`src/rtl/timer_pair_pkg.sv`:
```
// constants and types shared by the dual timer mode control block
// Functional notes
// - With its gate select set, timer one counts only while the external interrupt one pin is high and its run bit is set; otherwise the run bit alone decides.
// - With its gate select set, timer zero counts only while the external interrupt zero pin is high and its run bit is set; otherwise the run bit alone decides.
// - Timer one counts falling edges on its count pin when its counter select is set, and core clocks when it is clear.
// - Timer zero counts falling edges on its count pin when its counter select is set, and core clocks when it is clear.
// - In mode 00 the timer one high byte counts in eight bits behind a five-bit prescaler held in the low byte.
// - In mode 01 the two bytes of timer one form one 16-bit counter with no prescaler.
// - In mode 10 the timer one low byte counts and reloads from the high byte on overflow, and in mode 11 timer one stops.
// - In mode 00 the timer zero high byte counts in eight bits behind a five-bit prescaler held in the low byte.
// - In mode 01 the two bytes of timer zero form one 16-bit counter with no prescaler.
// - In mode 10 the timer zero low byte counts and reloads from the high byte each time it overflows.
// - In mode 11 the timer zero low byte is an 8-bit timer or counter under the timer zero gate, select and run bits.
// - In split mode the timer zero high byte is an 8-bit timer only, run by the timer one run bit.
// - A timer counts only while its run bit is set, and clearing the bit halts it; the split-mode timer zero high byte follows the timer one run bit instead.
// - A count pin event is a high sample followed by a low sample, and the source holds each level at least two cycles.
// - Each overflow sets the timer's overflow flag, but split mode gives timer one's flag to the timer zero high byte; the timer's vector acknowledge clears it.
// - In timer operation the low byte advances once per core clock.
package timer_pair_pkg;

    // register indices; byte address is four times the index
    localparam logic [7:0] IDX_CTRL      = 8'h88;
    localparam logic [7:0] IDX_MODE      = 8'h89;
    localparam logic [7:0] IDX_TL0       = 8'h8a;
    localparam logic [7:0] IDX_TL1       = 8'h8b;
    localparam logic [7:0] IDX_TH0       = 8'h8c;
    localparam logic [7:0] IDX_TH1       = 8'h8d;
    localparam logic [7:0] IDX_IRQ_STAT  = 8'h90;
    localparam logic [7:0] IDX_IRQ_MASK  = 8'h91;

    // mode register fields
    localparam int MODE_TIMER_ONE_GATE_SELECT_BIT = 7;
    localparam int MODE_CT1_BIT   = 6;
    localparam int MODE_M1_LSB    = 4;
    localparam int MODE_TIMER_ZERO_GATE_SELECT_BIT = 3;
    localparam int MODE_CT0_BIT   = 2;
    localparam int MODE_M0_LSB    = 0;

    // control register fields
    localparam int CTRL_TF1_BIT = 7;
    localparam int CTRL_TR1_BIT = 6;
    localparam int CTRL_TF0_BIT = 5;
    localparam int CTRL_TR0_BIT = 4;

    // interrupt status and mask fields
    localparam int IRQ_T0_BIT = 0;
    localparam int IRQ_T1_BIT = 1;

    // reset values
    localparam logic [7:0] MODE_RESET     = 8'h00;
    localparam logic [7:0] COUNT_RESET    = 8'h00;
    localparam logic [1:0] IRQ_MASK_RESET = 2'h0;
    localparam logic [4:0] PRESCALE_TOP   = 5'h1f;

    typedef enum logic [1:0] {
        MODE_PRESCALE = 2'h0,
        MODE_CASCADE  = 2'h1,
        MODE_RELOAD   = 2'h2,
        MODE_SPLIT    = 2'h3
    } timer_mode_e;

endpackage

```
`src/rtl/pin_level_sync.sv`:
```
// three-stage pin synchroniser that accepts a level once two stages agree
`timescale 1ns/1ps
module pin_level_sync (
    input  wire logic i_clk,
    input  wire logic i_rst_n,
    input  wire logic i_pin,
    output logic      o_level
);
    logic s1_r;
    logic s2_r;
    logic s3_r;

    always_ff @(posedge i_clk or negedge i_rst_n) begin
        if (!i_rst_n) begin
            s1_r    <= 1'b0;
            s2_r    <= 1'b0;
            s3_r    <= 1'b0;
            o_level <= 1'b0;
        end else begin
            s1_r <= i_pin;
            s2_r <= s1_r;
            s3_r <= s2_r;
            if (s2_r == s3_r) begin
                o_level <= s2_r;
            end
        end
    end
endmodule

```
`src/rtl/count_source.sv`:
```
// selects core clock or falling edges of a synchronised pin as count ticks
`timescale 1ns/1ps
module count_source (
    input  wire logic i_clk,
    input  wire logic i_rst_n,
    input  wire logic i_level,
    input  wire logic i_counter_select,
    output logic      o_tick
);
    logic prev_r;

    always_ff @(posedge i_clk or negedge i_rst_n) begin
        if (!i_rst_n) begin
            prev_r <= 1'b0;
        end else begin
            prev_r <= i_level;
        end
    end

    // high sample then low sample counts once
    assign o_tick = i_counter_select ? (prev_r & ~i_level) : 1'b1;
endmodule

```
`src/rtl/dual_timer_mode_control.sv`:
```
// dual 16-bit timer/counter with mode control behind an APB slave
`timescale 1ns/1ps
module dual_timer_mode_control
    import timer_pair_pkg::*;
(
    input  wire logic        i_clk,
    input  wire logic        i_resetn,
    input  wire logic [11:0] i_paddr,
    input  wire logic        i_psel,
    input  wire logic        i_penable,
    input  wire logic        i_pwrite,
    input  wire logic [31:0] i_pwdata,
    output logic      [31:0] o_prdata,
    output logic             o_pready,
    output logic             o_pslverr,
    input  wire logic        i_ext_irq_zero_pin,
    input  wire logic        i_ext_irq_one_pin,
    input  wire logic        i_timer_zero_count_pin,
    input  wire logic        i_timer_one_count_pin,
    input  wire logic        i_timer_zero_vector_ack,
    input  wire logic        i_timer_one_vector_ack,
    output logic             o_timer_zero_overflow_flag,
    output logic             o_timer_one_overflow_flag,
    output logic             o_irq
);
    // ------------------------------------------------------------
    // functions
    // ------------------------------------------------------------
    function automatic logic [8:0] inc8(input logic [7:0] v);
        inc8 = {1'b0, v} + 9'h001;
    endfunction

    // one step of a channel in modes 00..10; returns {ovf, th, tl}
    function automatic logic [16:0] step_pair(
        input logic [1:0] mode,
        input logic [7:0] tl,
        input logic [7:0] th
    );
        logic [8:0] lo;
        logic [8:0] hi;
        lo = inc8(tl);
        hi = inc8(th);
        step_pair = {1'b0, th, tl};
        case (mode)
            MODE_PRESCALE: begin
                if (tl[4:0] == PRESCALE_TOP) begin
                    step_pair = {hi[8], hi[7:0], tl[7:5], lo[4:0]};
                end else begin
                    step_pair = {1'b0, th, tl[7:5], lo[4:0]};
                end
            end
            MODE_CASCADE: begin
                if (lo[8]) begin
                    step_pair = {hi[8], hi[7:0], lo[7:0]};
                end else begin
                    step_pair = {1'b0, th, lo[7:0]};
                end
            end
            MODE_RELOAD: begin
                step_pair = {lo[8], th, (lo[8] ? th : lo[7:0])};
            end
            default: begin
                step_pair = {1'b0, th, tl};
            end
        endcase
    endfunction

    // ------------------------------------------------------------
    // reset release
    // ------------------------------------------------------------
    logic rst_s1_r;
    logic rst_n;

    always_ff @(posedge i_clk or negedge i_resetn) begin
        if (!i_resetn) begin
            rst_s1_r <= 1'b0;
            rst_n    <= 1'b0;
        end else begin
            rst_s1_r <= 1'b1;
            rst_n    <= rst_s1_r;
        end
    end

    // ------------------------------------------------------------
    // pin inputs
    // ------------------------------------------------------------
    logic int0_lvl;
    logic ext_irq_one_pin_lvl;
    logic cnt0_lvl;
    logic cnt1_lvl;
    logic tick0;
    logic tick1;

    logic [7:0]  mode_r;
    logic        tr0_r;
    logic        tr1_r;
    logic        tf0_r;
    logic        tf1_r;
    logic [7:0]  tl0_r;
    logic [7:0]  th0_r;
    logic [7:0]  tl1_r;
    logic [7:0]  th1_r;
    logic [1:0]  stat_r;
    logic [1:0]  mask_r;

    pin_level_sync u_sync_int0 (
        .i_clk   (i_clk),
        .i_rst_n (rst_n),
        .i_pin   (i_ext_irq_zero_pin),
        .o_level (int0_lvl)
    );
    pin_level_sync u_sync_ext_irq_one_pin (
        .i_clk   (i_clk),
        .i_rst_n (rst_n),
        .i_pin   (i_ext_irq_one_pin),
        .o_level (ext_irq_one_pin_lvl)
    );
    pin_level_sync u_sync_cnt0 (
        .i_clk   (i_clk),
        .i_rst_n (rst_n),
        .i_pin   (i_timer_zero_count_pin),
        .o_level (cnt0_lvl)
    );
    pin_level_sync u_sync_cnt1 (
        .i_clk   (i_clk),
        .i_rst_n (rst_n),
        .i_pin   (i_timer_one_count_pin),
        .o_level (cnt1_lvl)
    );
    count_source u_src0 (
        .i_clk            (i_clk),
        .i_rst_n          (rst_n),
        .i_level          (cnt0_lvl),
        .i_counter_select (mode_r[MODE_CT0_BIT]),
        .o_tick           (tick0)
    );
    count_source u_src1 (
        .i_clk            (i_clk),
        .i_rst_n          (rst_n),
        .i_level          (cnt1_lvl),
        .i_counter_select (mode_r[MODE_CT1_BIT]),
        .o_tick           (tick1)
    );

    // ------------------------------------------------------------
    // apb slave
    // ------------------------------------------------------------
    logic [7:0] idx;
    logic       addr_ok;
    logic       acc;
    logic       done;
    logic       wr_en;
    logic       rd_stat;
    logic [7:0] rd_val;
    logic       rd_hit;

    assign idx     = i_paddr[9:2];
    assign addr_ok = (i_paddr[1:0] == 2'h0) && (i_paddr[11:10] == 2'h0);
    assign acc     = i_psel & i_penable;
    assign done    = acc & o_pready;
    assign wr_en   = done & i_pwrite & ~o_pslverr;
    assign rd_stat = done & ~i_pwrite & addr_ok & (idx == IDX_IRQ_STAT);

    always_comb begin
        rd_val = 8'h00;
        rd_hit = addr_ok;
        if (!addr_ok) begin
            rd_hit = 1'b0;
        end else if (idx == IDX_CTRL) begin
            rd_val = {tf1_r, tr1_r, tf0_r, tr0_r, 4'h0};
        end else if (idx == IDX_MODE) begin
            rd_val = mode_r;
        end else if (idx == IDX_TL0) begin
            rd_val = tl0_r;
        end else if (idx == IDX_TL1) begin
            rd_val = tl1_r;
        end else if (idx == IDX_TH0) begin
            rd_val = th0_r;
        end else if (idx == IDX_TH1) begin
            rd_val = th1_r;
        end else if (idx == IDX_IRQ_STAT) begin
            rd_val = {6'h00, stat_r};
        end else if (idx == IDX_IRQ_MASK) begin
            rd_val = {6'h00, mask_r};
        end else begin
            rd_hit = 1'b0;
        end
    end

    // answer one cycle into the access phase, data latched with ready
    always_ff @(posedge i_clk or negedge rst_n) begin
        if (!rst_n) begin
            o_pready  <= 1'b0;
            o_prdata  <= 32'h0000_0000;
            o_pslverr <= 1'b0;
        end else if (done) begin
            o_pready  <= 1'b0;
            o_pslverr <= 1'b0;
        end else if (acc) begin
            o_pready  <= 1'b1;
            o_pslverr <= ~rd_hit;
            o_prdata  <= i_pwrite ? 32'h0000_0000 : {24'h00_0000, rd_val};
        end
    end

    logic wr_ctrl;
    logic wr_mode;
    logic wr_tl0;
    logic wr_th0;
    logic wr_tl1;
    logic wr_th1;
    logic wr_mask;

    assign wr_ctrl = wr_en & (idx == IDX_CTRL);
    assign wr_mode = wr_en & (idx == IDX_MODE);
    assign wr_tl0  = wr_en & (idx == IDX_TL0);
    assign wr_th0  = wr_en & (idx == IDX_TH0);
    assign wr_tl1  = wr_en & (idx == IDX_TL1);
    assign wr_th1  = wr_en & (idx == IDX_TH1);
    assign wr_mask = wr_en & (idx == IDX_IRQ_MASK);

    always_ff @(posedge i_clk or negedge rst_n) begin
        if (!rst_n) begin
            mode_r <= MODE_RESET;
        end else if (wr_mode) begin
            mode_r <= i_pwdata[7:0];
        end
    end

    // ------------------------------------------------------------
    // count enables and channel arithmetic
    // ------------------------------------------------------------
    timer_mode_e mode0;
    timer_mode_e mode1;
    logic        en0;
    logic        en1;
    logic        inc0;
    logic        inc1;
    logic        inc0h;
    logic [16:0] step0;
    logic [16:0] step1;
    logic [8:0]  split_lo;
    logic [8:0]  split_hi;
    logic [7:0]  tl0_nxt;
    logic [7:0]  th0_nxt;
    logic [7:0]  tl1_nxt;
    logic [7:0]  th1_nxt;
    logic        ovf0_evt;
    logic        ovf1_evt;
    logic        t1_ovf;
    logic        t0h_ovf;

    assign mode0 = timer_mode_e'(mode_r[MODE_M0_LSB +: 2]);
    assign mode1 = timer_mode_e'(mode_r[MODE_M1_LSB +: 2]);
    assign en0   = tr0_r & (~mode_r[MODE_TIMER_ZERO_GATE_SELECT_BIT] | int0_lvl);
    assign en1   = tr1_r & (~mode_r[MODE_TIMER_ONE_GATE_SELECT_BIT] | ext_irq_one_pin_lvl);
    assign inc0  = en0 & tick0;
    assign inc1  = en1 & tick1;
    // split high byte: timer only, run by the timer one run bit
    assign inc0h = tr1_r;

    assign step0    = step_pair(mode0, tl0_r, th0_r);
    assign step1    = step_pair(mode1, tl1_r, th1_r);
    assign split_lo = inc8(tl0_r);
    assign split_hi = inc8(th0_r);

    always_comb begin
        tl0_nxt  = tl0_r;
        th0_nxt  = th0_r;
        ovf0_evt = 1'b0;
        t0h_ovf  = 1'b0;
        if (mode0 == MODE_SPLIT) begin
            if (inc0) begin
                tl0_nxt  = split_lo[7:0];
                ovf0_evt = split_lo[8];
            end
            if (inc0h) begin
                th0_nxt = split_hi[7:0];
                t0h_ovf = split_hi[8];
            end
        end else if (inc0) begin
            {ovf0_evt, th0_nxt, tl0_nxt} = step0;
        end
    end

    always_comb begin
        tl1_nxt = tl1_r;
        th1_nxt = th1_r;
        t1_ovf  = 1'b0;
        if (inc1) begin
            {t1_ovf, th1_nxt, tl1_nxt} = step1;
        end
    end

    // split mode hands the timer one flag to the timer zero high byte
    assign ovf1_evt = (mode0 == MODE_SPLIT) ? t0h_ovf : t1_ovf;

    // software writes to a byte take priority over counting
    always_ff @(posedge i_clk or negedge rst_n) begin
        if (!rst_n) begin
            tl0_r <= COUNT_RESET;
            th0_r <= COUNT_RESET;
        end else begin
            tl0_r <= wr_tl0 ? i_pwdata[7:0] : tl0_nxt;
            th0_r <= wr_th0 ? i_pwdata[7:0] : th0_nxt;
        end
    end

    always_ff @(posedge i_clk or negedge rst_n) begin
        if (!rst_n) begin
            tl1_r <= COUNT_RESET;
            th1_r <= COUNT_RESET;
        end else begin
            tl1_r <= wr_tl1 ? i_pwdata[7:0] : tl1_nxt;
            th1_r <= wr_th1 ? i_pwdata[7:0] : th1_nxt;
        end
    end

    // ------------------------------------------------------------
    // run bits and overflow flags
    // ------------------------------------------------------------
    always_ff @(posedge i_clk or negedge rst_n) begin
        if (!rst_n) begin
            tr0_r <= 1'b0;
            tr1_r <= 1'b0;
        end else if (wr_ctrl) begin
            tr0_r <= i_pwdata[CTRL_TR0_BIT];
            tr1_r <= i_pwdata[CTRL_TR1_BIT];
        end
    end

    // an overflow in the clearing cycle wins
    always_ff @(posedge i_clk or negedge rst_n) begin
        if (!rst_n) begin
            tf0_r <= 1'b0;
            tf1_r <= 1'b0;
        end else begin
            tf0_r <= ovf0_evt |
                     (wr_ctrl ? i_pwdata[CTRL_TF0_BIT] : (tf0_r & ~i_timer_zero_vector_ack));
            tf1_r <= ovf1_evt |
                     (wr_ctrl ? i_pwdata[CTRL_TF1_BIT] : (tf1_r & ~i_timer_one_vector_ack));
        end
    end

    assign o_timer_zero_overflow_flag = tf0_r;
    assign o_timer_one_overflow_flag  = tf1_r;

    // ------------------------------------------------------------
    // interrupt status, mask and output
    // ------------------------------------------------------------
    logic [1:0] evt;
    logic [1:0] stat_clr;

    assign evt[IRQ_T0_BIT] = ovf0_evt;
    assign evt[IRQ_T1_BIT] = ovf1_evt;
    // only the bits the read returned are cleared
    assign stat_clr        = rd_stat ? o_prdata[1:0] : 2'h0;

    always_ff @(posedge i_clk or negedge rst_n) begin
        if (!rst_n) begin
            stat_r <= 2'h0;
        end else begin
            stat_r <= (stat_r & ~stat_clr) | evt;
        end
    end

    always_ff @(posedge i_clk or negedge rst_n) begin
        if (!rst_n) begin
            mask_r <= IRQ_MASK_RESET;
        end else if (wr_mask) begin
            mask_r <= i_pwdata[1:0];
        end
    end

    always_ff @(posedge i_clk or negedge rst_n) begin
        if (!rst_n) begin
            o_irq <= 1'b0;
        end else begin
            o_irq <= |(stat_r & mask_r);
        end
    end

    // ------------------------------------------------------------
    // assertions
    // ------------------------------------------------------------
    a_gate_one_hold: assert property (@(posedge i_clk) disable iff (!rst_n)
        (mode_r[MODE_TIMER_ONE_GATE_SELECT_BIT] && !ext_irq_one_pin_lvl && !wr_tl1 && !wr_th1)
        |=> $stable({th1_r, tl1_r}))
        else $error("timer one counted with its gate closed");

    a_gate_zero_hold: assert property (@(posedge i_clk) disable iff (!rst_n)
        (mode_r[MODE_TIMER_ZERO_GATE_SELECT_BIT] && !int0_lvl && !wr_tl0)
        |=> $stable(tl0_r))
        else $error("timer zero low byte counted with its gate closed");

    a_run_zero_halt: assert property (@(posedge i_clk) disable iff (!rst_n)
        (!tr0_r && !wr_tl0) |=> $stable(tl0_r))
        else $error("timer zero low byte moved with run clear");

    a_timer_tick_rate: assert property (@(posedge i_clk) disable iff (!rst_n)
        (tr0_r && !mode_r[MODE_TIMER_ZERO_GATE_SELECT_BIT] && !mode_r[MODE_CT0_BIT] && mode0 == MODE_CASCADE
         && !wr_tl0 && !wr_ctrl && !wr_mode)
        |=> (tl0_r == 8'($past(tl0_r) + 8'h01)))
        else $error("timer zero did not advance once per clock");

    a_prescale_holds: assert property (@(posedge i_clk) disable iff (!rst_n)
        (mode1 == MODE_PRESCALE && tl1_r[4:0] != PRESCALE_TOP && !wr_th1)
        |=> $stable(th1_r))
        else $error("timer one high byte moved before prescaler wrap");

    a_reload_low: assert property (@(posedge i_clk) disable iff (!rst_n)
        (mode0 == MODE_RELOAD && inc0 && tl0_r == 8'hff && !wr_tl0)
        |=> (tl0_r == $past(th0_r)) && tf0_r)
        else $error("timer zero reload or flag missing");

    a_stop_one: assert property (@(posedge i_clk) disable iff (!rst_n)
        (mode1 == MODE_SPLIT && !wr_tl1 && !wr_th1) |=> $stable({th1_r, tl1_r}))
        else $error("timer one moved in stop mode");

    a_split_flag: assert property (@(posedge i_clk) disable iff (!rst_n)
        (mode0 == MODE_SPLIT && tr1_r && th0_r == 8'hff) |=> tf1_r ##1 stat_r[IRQ_T1_BIT])
        else $error("split high byte overflow did not reach timer one flag");

    a_count_edge: assert property (@(posedge i_clk) disable iff (!rst_n)
        (mode_r[MODE_CT0_BIT] && !cnt0_lvl && $past(!cnt0_lvl)) |-> !tick0)
        else $error("count tick without a falling pin edge");
endmodule

```
`config.mk`:
```
export PLATFORM = sky130hd
export DESIGN_NAME = dual_timer_mode_control
export DESIGN_NICKNAME = d
export VERILOG_FILES = /design/src/rtl/timer_pair_pkg.sv /design/src/rtl/pin_level_sync.sv /design/src/rtl/count_source.sv /design/src/rtl/dual_timer_mode_control.sv
export SDC_FILE = /design/constraint.sdc
export NUM_CORES = 1
export LEC_CHECK = 0
export BUFFER_PORTS_ARGS = -buffer_cell sky130_fd_sc_hd__buf_4
export CORE_MARGIN = 3
export CORE_UTILIZATION = 50
export CTS_CLUSTER_DIAMETER = 30
export DETAILED_ROUTE_END_ITERATION = 8
export GPL_ROUTABILITY_DRIVEN = 0
export PLACE_DENSITY_LB_ADDON = 0.15
export SLEW_MARGIN = 20
export SYNTH_ARGS = -nofsm -noshare
export SYNTH_HDL_FRONTEND = slang
export SYNTH_HIERARCHICAL = 1
export SYNTH_SLANG_ARGS = --single-unit
```
`constraint.sdc`:
```
create_clock -name i_clk -period 2.95 [get_ports i_clk]
set_input_delay 0.295 -clock i_clk [delete_from_list [all_inputs] [get_ports i_clk]]
set_output_delay 0.295 -clock i_clk [all_outputs]
set_load 0.02 [all_outputs]
```
==> impl_metrics.py <==
metrics = {
    "critical_path": {
        "cp_max_fo": 9,
        "cp-start-kind": "register",
        "crit_path_end_kind": "register",
        "crit_required_ns": 3.24,
        "regToRegSetupSlack_ns": 0.42,
        "path_class": "reg2reg",
        "worstPathArrival_ns": 2.82,
    },
    "yosys": {
        "synth_edf_count": 0,
        "synth_cell_types": 64,
        "synthFlopType": "dfrtp_1",
        "syn_area_per_cell_sq_um": 9.168,
        "synth_area_sq_mm": 0.004987,
        "synth_warnings": 6,
        "synth_cells": 544,
        "yosysSeqAreaShare": 0.3964,
        "synthArstFlopShare": 1.000,
        "ys_ff_latch": 79,
    },
    "final_layout": {
        "final-instance-count-excl-fill": 720,
        "layout_commonest_cell": "dfrtp_1",
        "insertedDiodeCount": 0,
        "drive_above_1_share": 0.1709,
        "nets": 652,
        "fillCellCount": 863,
        "layout_common_cells": "dfrtp_1, nand2_1, buf_4, nor2_1, conb_1",
        "area_delta_synth_final_pct": 12.12,
    },
    "timing": {
        "fmax_mhz": 395.8,
        "fin_crit_sh": 0.8565,
        "period_minus_slack_ns": 2.527,
        "clock_skew_ns": 0.01665,
        "tightest_slew_ns": 0.9193,
        "slew_headroom": 0.3858,
        "final.setup.tns_ns": 0,
        "whs_ns": 0.04593,
        "rsz0062_at_grt": "no",
        "final-hold-violation-count": 0,
        "slew_violations": 0,
        "setup_viol": 0,
    },
    "clock_network": {
        "cts_max_level": 3,
        "clk_pin_slew_worst_paths_ns": 0.09,
        "cts_tree": "yes",
        "cts_buffers": 9,
        "post_cts_buffers": 0,
        "clockBufferDepth": 2,
        "cts_root_buf": "clkbuf_8",
        "clock_sinks": 79,
        "clkLatencyLatePin_ns": 0.36,
    },
    "grt": {
        "antenna_found_initial": 0,
        "grt_pass1_vias": 4026,
        "overflow": 0,
        "grt_util_all_layers": 0.2502,
        "grt_pass1_wl_mm": 21.91,
        "grt_max_degree": 78,
    },
    "drt": {
        "postRouteAntennaNets": 0,
        "drt_iter0_markers": 375,
        "drc": 0,
        "detail_route.wl_per_cell_microns": 18.85,
        "vias_per_cell": 6.085,
        "drt-total-wl_mm": 13.57,
        "dr_total_vias": 4381,
        "dr.pass1.iters": 5,
    },
    "die": {
        "ios": 92,
        "die_x_microns": 105.9,
        "core_area_sq_mm": 0.009459,
        "rows": 35,
        "die_area_sq_mm": 0.01121,
        "start_util": 0.5272,
        "dieHeight_microns": 105.9,
    },
    "power_and_ir_drop": {
        "ir_worst_vdd_mv": 0.2936,
        "p_per_area_mw_per_mm2": 462.3,
        "p_leak_nw": 2.355,
    },
    "outcome": {
        "status": "finished, final reports clean",
    },
    "placement": {
        "numPortBuffers": 43,
        "placedCellCount": 702,
        "dpl.hpwl_mm": 9.996,
    },
    "job": {
        "drv_cap": 0,
    },
    "worst_hold_path": {
        "worst_hold_path_type": "in2reg",
    },
}
report_power, final:
part | total [mW] | internal, mW | switching (mW)
Combinational | 0.431 | 0.180 | 0.251
Sequential | 1.22 | 1.14 | 0.0833
Clock | 0.931 | 0.505 | 0.426
worst max-delay path, cell delays in order, from the launching register on:
cell,delay (ns)
dfrtp_1,0.45
inv_1,0.13
ha_1,0.28
or2_0,0.26
o41ai_1,0.36
nand3_1,0.32
or4_1,0.57
nand3_1,0.09
through the flow:
| stage | utilization | power, mW | cell area (sq um) | setup slack, ns |
|---|---|---|---|---|
| finish | 0.5911 | 2.585 | 5592 | 0.4232 |
| global route | 0.5911 | 2.707 | 5592 | 0.2354 |
| detailed placement | 0.5630 | 1.663 | 5325 | 0.5101 |
| floorplan | - | 1.536 | 5074 | 0.5869 |
| global placement | 0.5630 | 1.654 | 5325 | 0.5456 |
| CTS | 0.5882 | 2.586 | 5564 | 0.4754 |
cells by family after synthesis:
| logic type | count (synthesis) | share of synthesized area |
|---|---|---|
| XOR/XNOR | 11 | 0.01932 |
| AND/OR/NAND/NOR | 214 | 0.2316 |
| multiplexers | 18 | 0.03914 |
| AO/OA/AOI/OAI | 141 | 0.2010 |
| buffers and inverters | 64 | 0.07451 |
| flip-flops | 79 | 0.3964 |
| other | 2 | 0.001506 |
| adder cells (fa/ha/maj) | 15 | 0.03663 |
synthesized netlist by cell type, types with 12 or more instances:
cell | instances | area [sq um]
a21oi_1 | 20 | 100.1
inv_1 | 17 | 63.81
nand2_1 | 61 | 229.0
clkbuf_1 | 14 | 52.55
nand3_1 | 23 | 115.1
o31ai_1 | 24 | 180.2
dfrtp_1 | 79 | 1977
nor2_1 | 36 | 135.1
buf_4 | 24 | 180.2
o21ai_0 | 24 | 120.1
mux2_2 | 12 | 135.1
nor3_1 | 12 | 60.06
path summary, 6_finish.rpt:
| path | startpoint | endpoint | cells after the start |
|---|---|---|---|
| min | i_ext_irq_one_pin | u_sync_ext_irq_one_pin/s1_r | 1 |
| max | mode_r[0] | th0_r[5] | 7 |
| min in group asynchronous | rst_n | th0_r[3] | 0 |
| max in group asynchronous | rst_n | o_prdata[2] | 1 |
| max reg2reg | mode_r[0] | th0_r[5] | 7 |
| min reg2reg | rst_n | th0_r[3] | 0 |
layout make-up:
class | instances | area [sq um] | share of cell area
clock buffers | 10 | 137.6 | 0.02461
clock inverters | 6 | 91.34 | 0.01633
inverters | 18 | 67.56 | 0.01208
multi-input cells | 424 | 2725 | 0.4874
flip-flops and latches | 79 | 1981 | 0.3542
well taps | 129 | 161.4 | 0.02887
repair buffers | 54 | 427.9 | 0.07653
state kept, by name, summed over array words and instances, names as in the netlist, 2 cells and up:
| name | cells |
|---|---|
| mode_r | 8 |
| tl0_r | 8 |
| th1_r | 8 |
| stat_r | 2 |
| mask_r | 2 |
| tl1_r | 8 |
| th0_r | 8 |
| o_prdata | 8 |
metal layers:
| metal | up-vias | track usage | routed length, microns |
|---|---|---|---|
| li1 | 2041 | - | - |
| met1 | 2115 | 0.3576 | 6041 |
| met2 | 203 | 0.3975 | 6274 |
| met3 | 22 | 0.04103 | 993 |
| met4 | 0 | 0.06290 | 265 |
| met5 | - | 0 | 0 |
what timing repair did:
item / CTS / global route
hold buffers: 1 / 0
hold endpoints to repair: 2 / 0
resized for setup: 0 / 0
(Power assumes the default switching activity.)
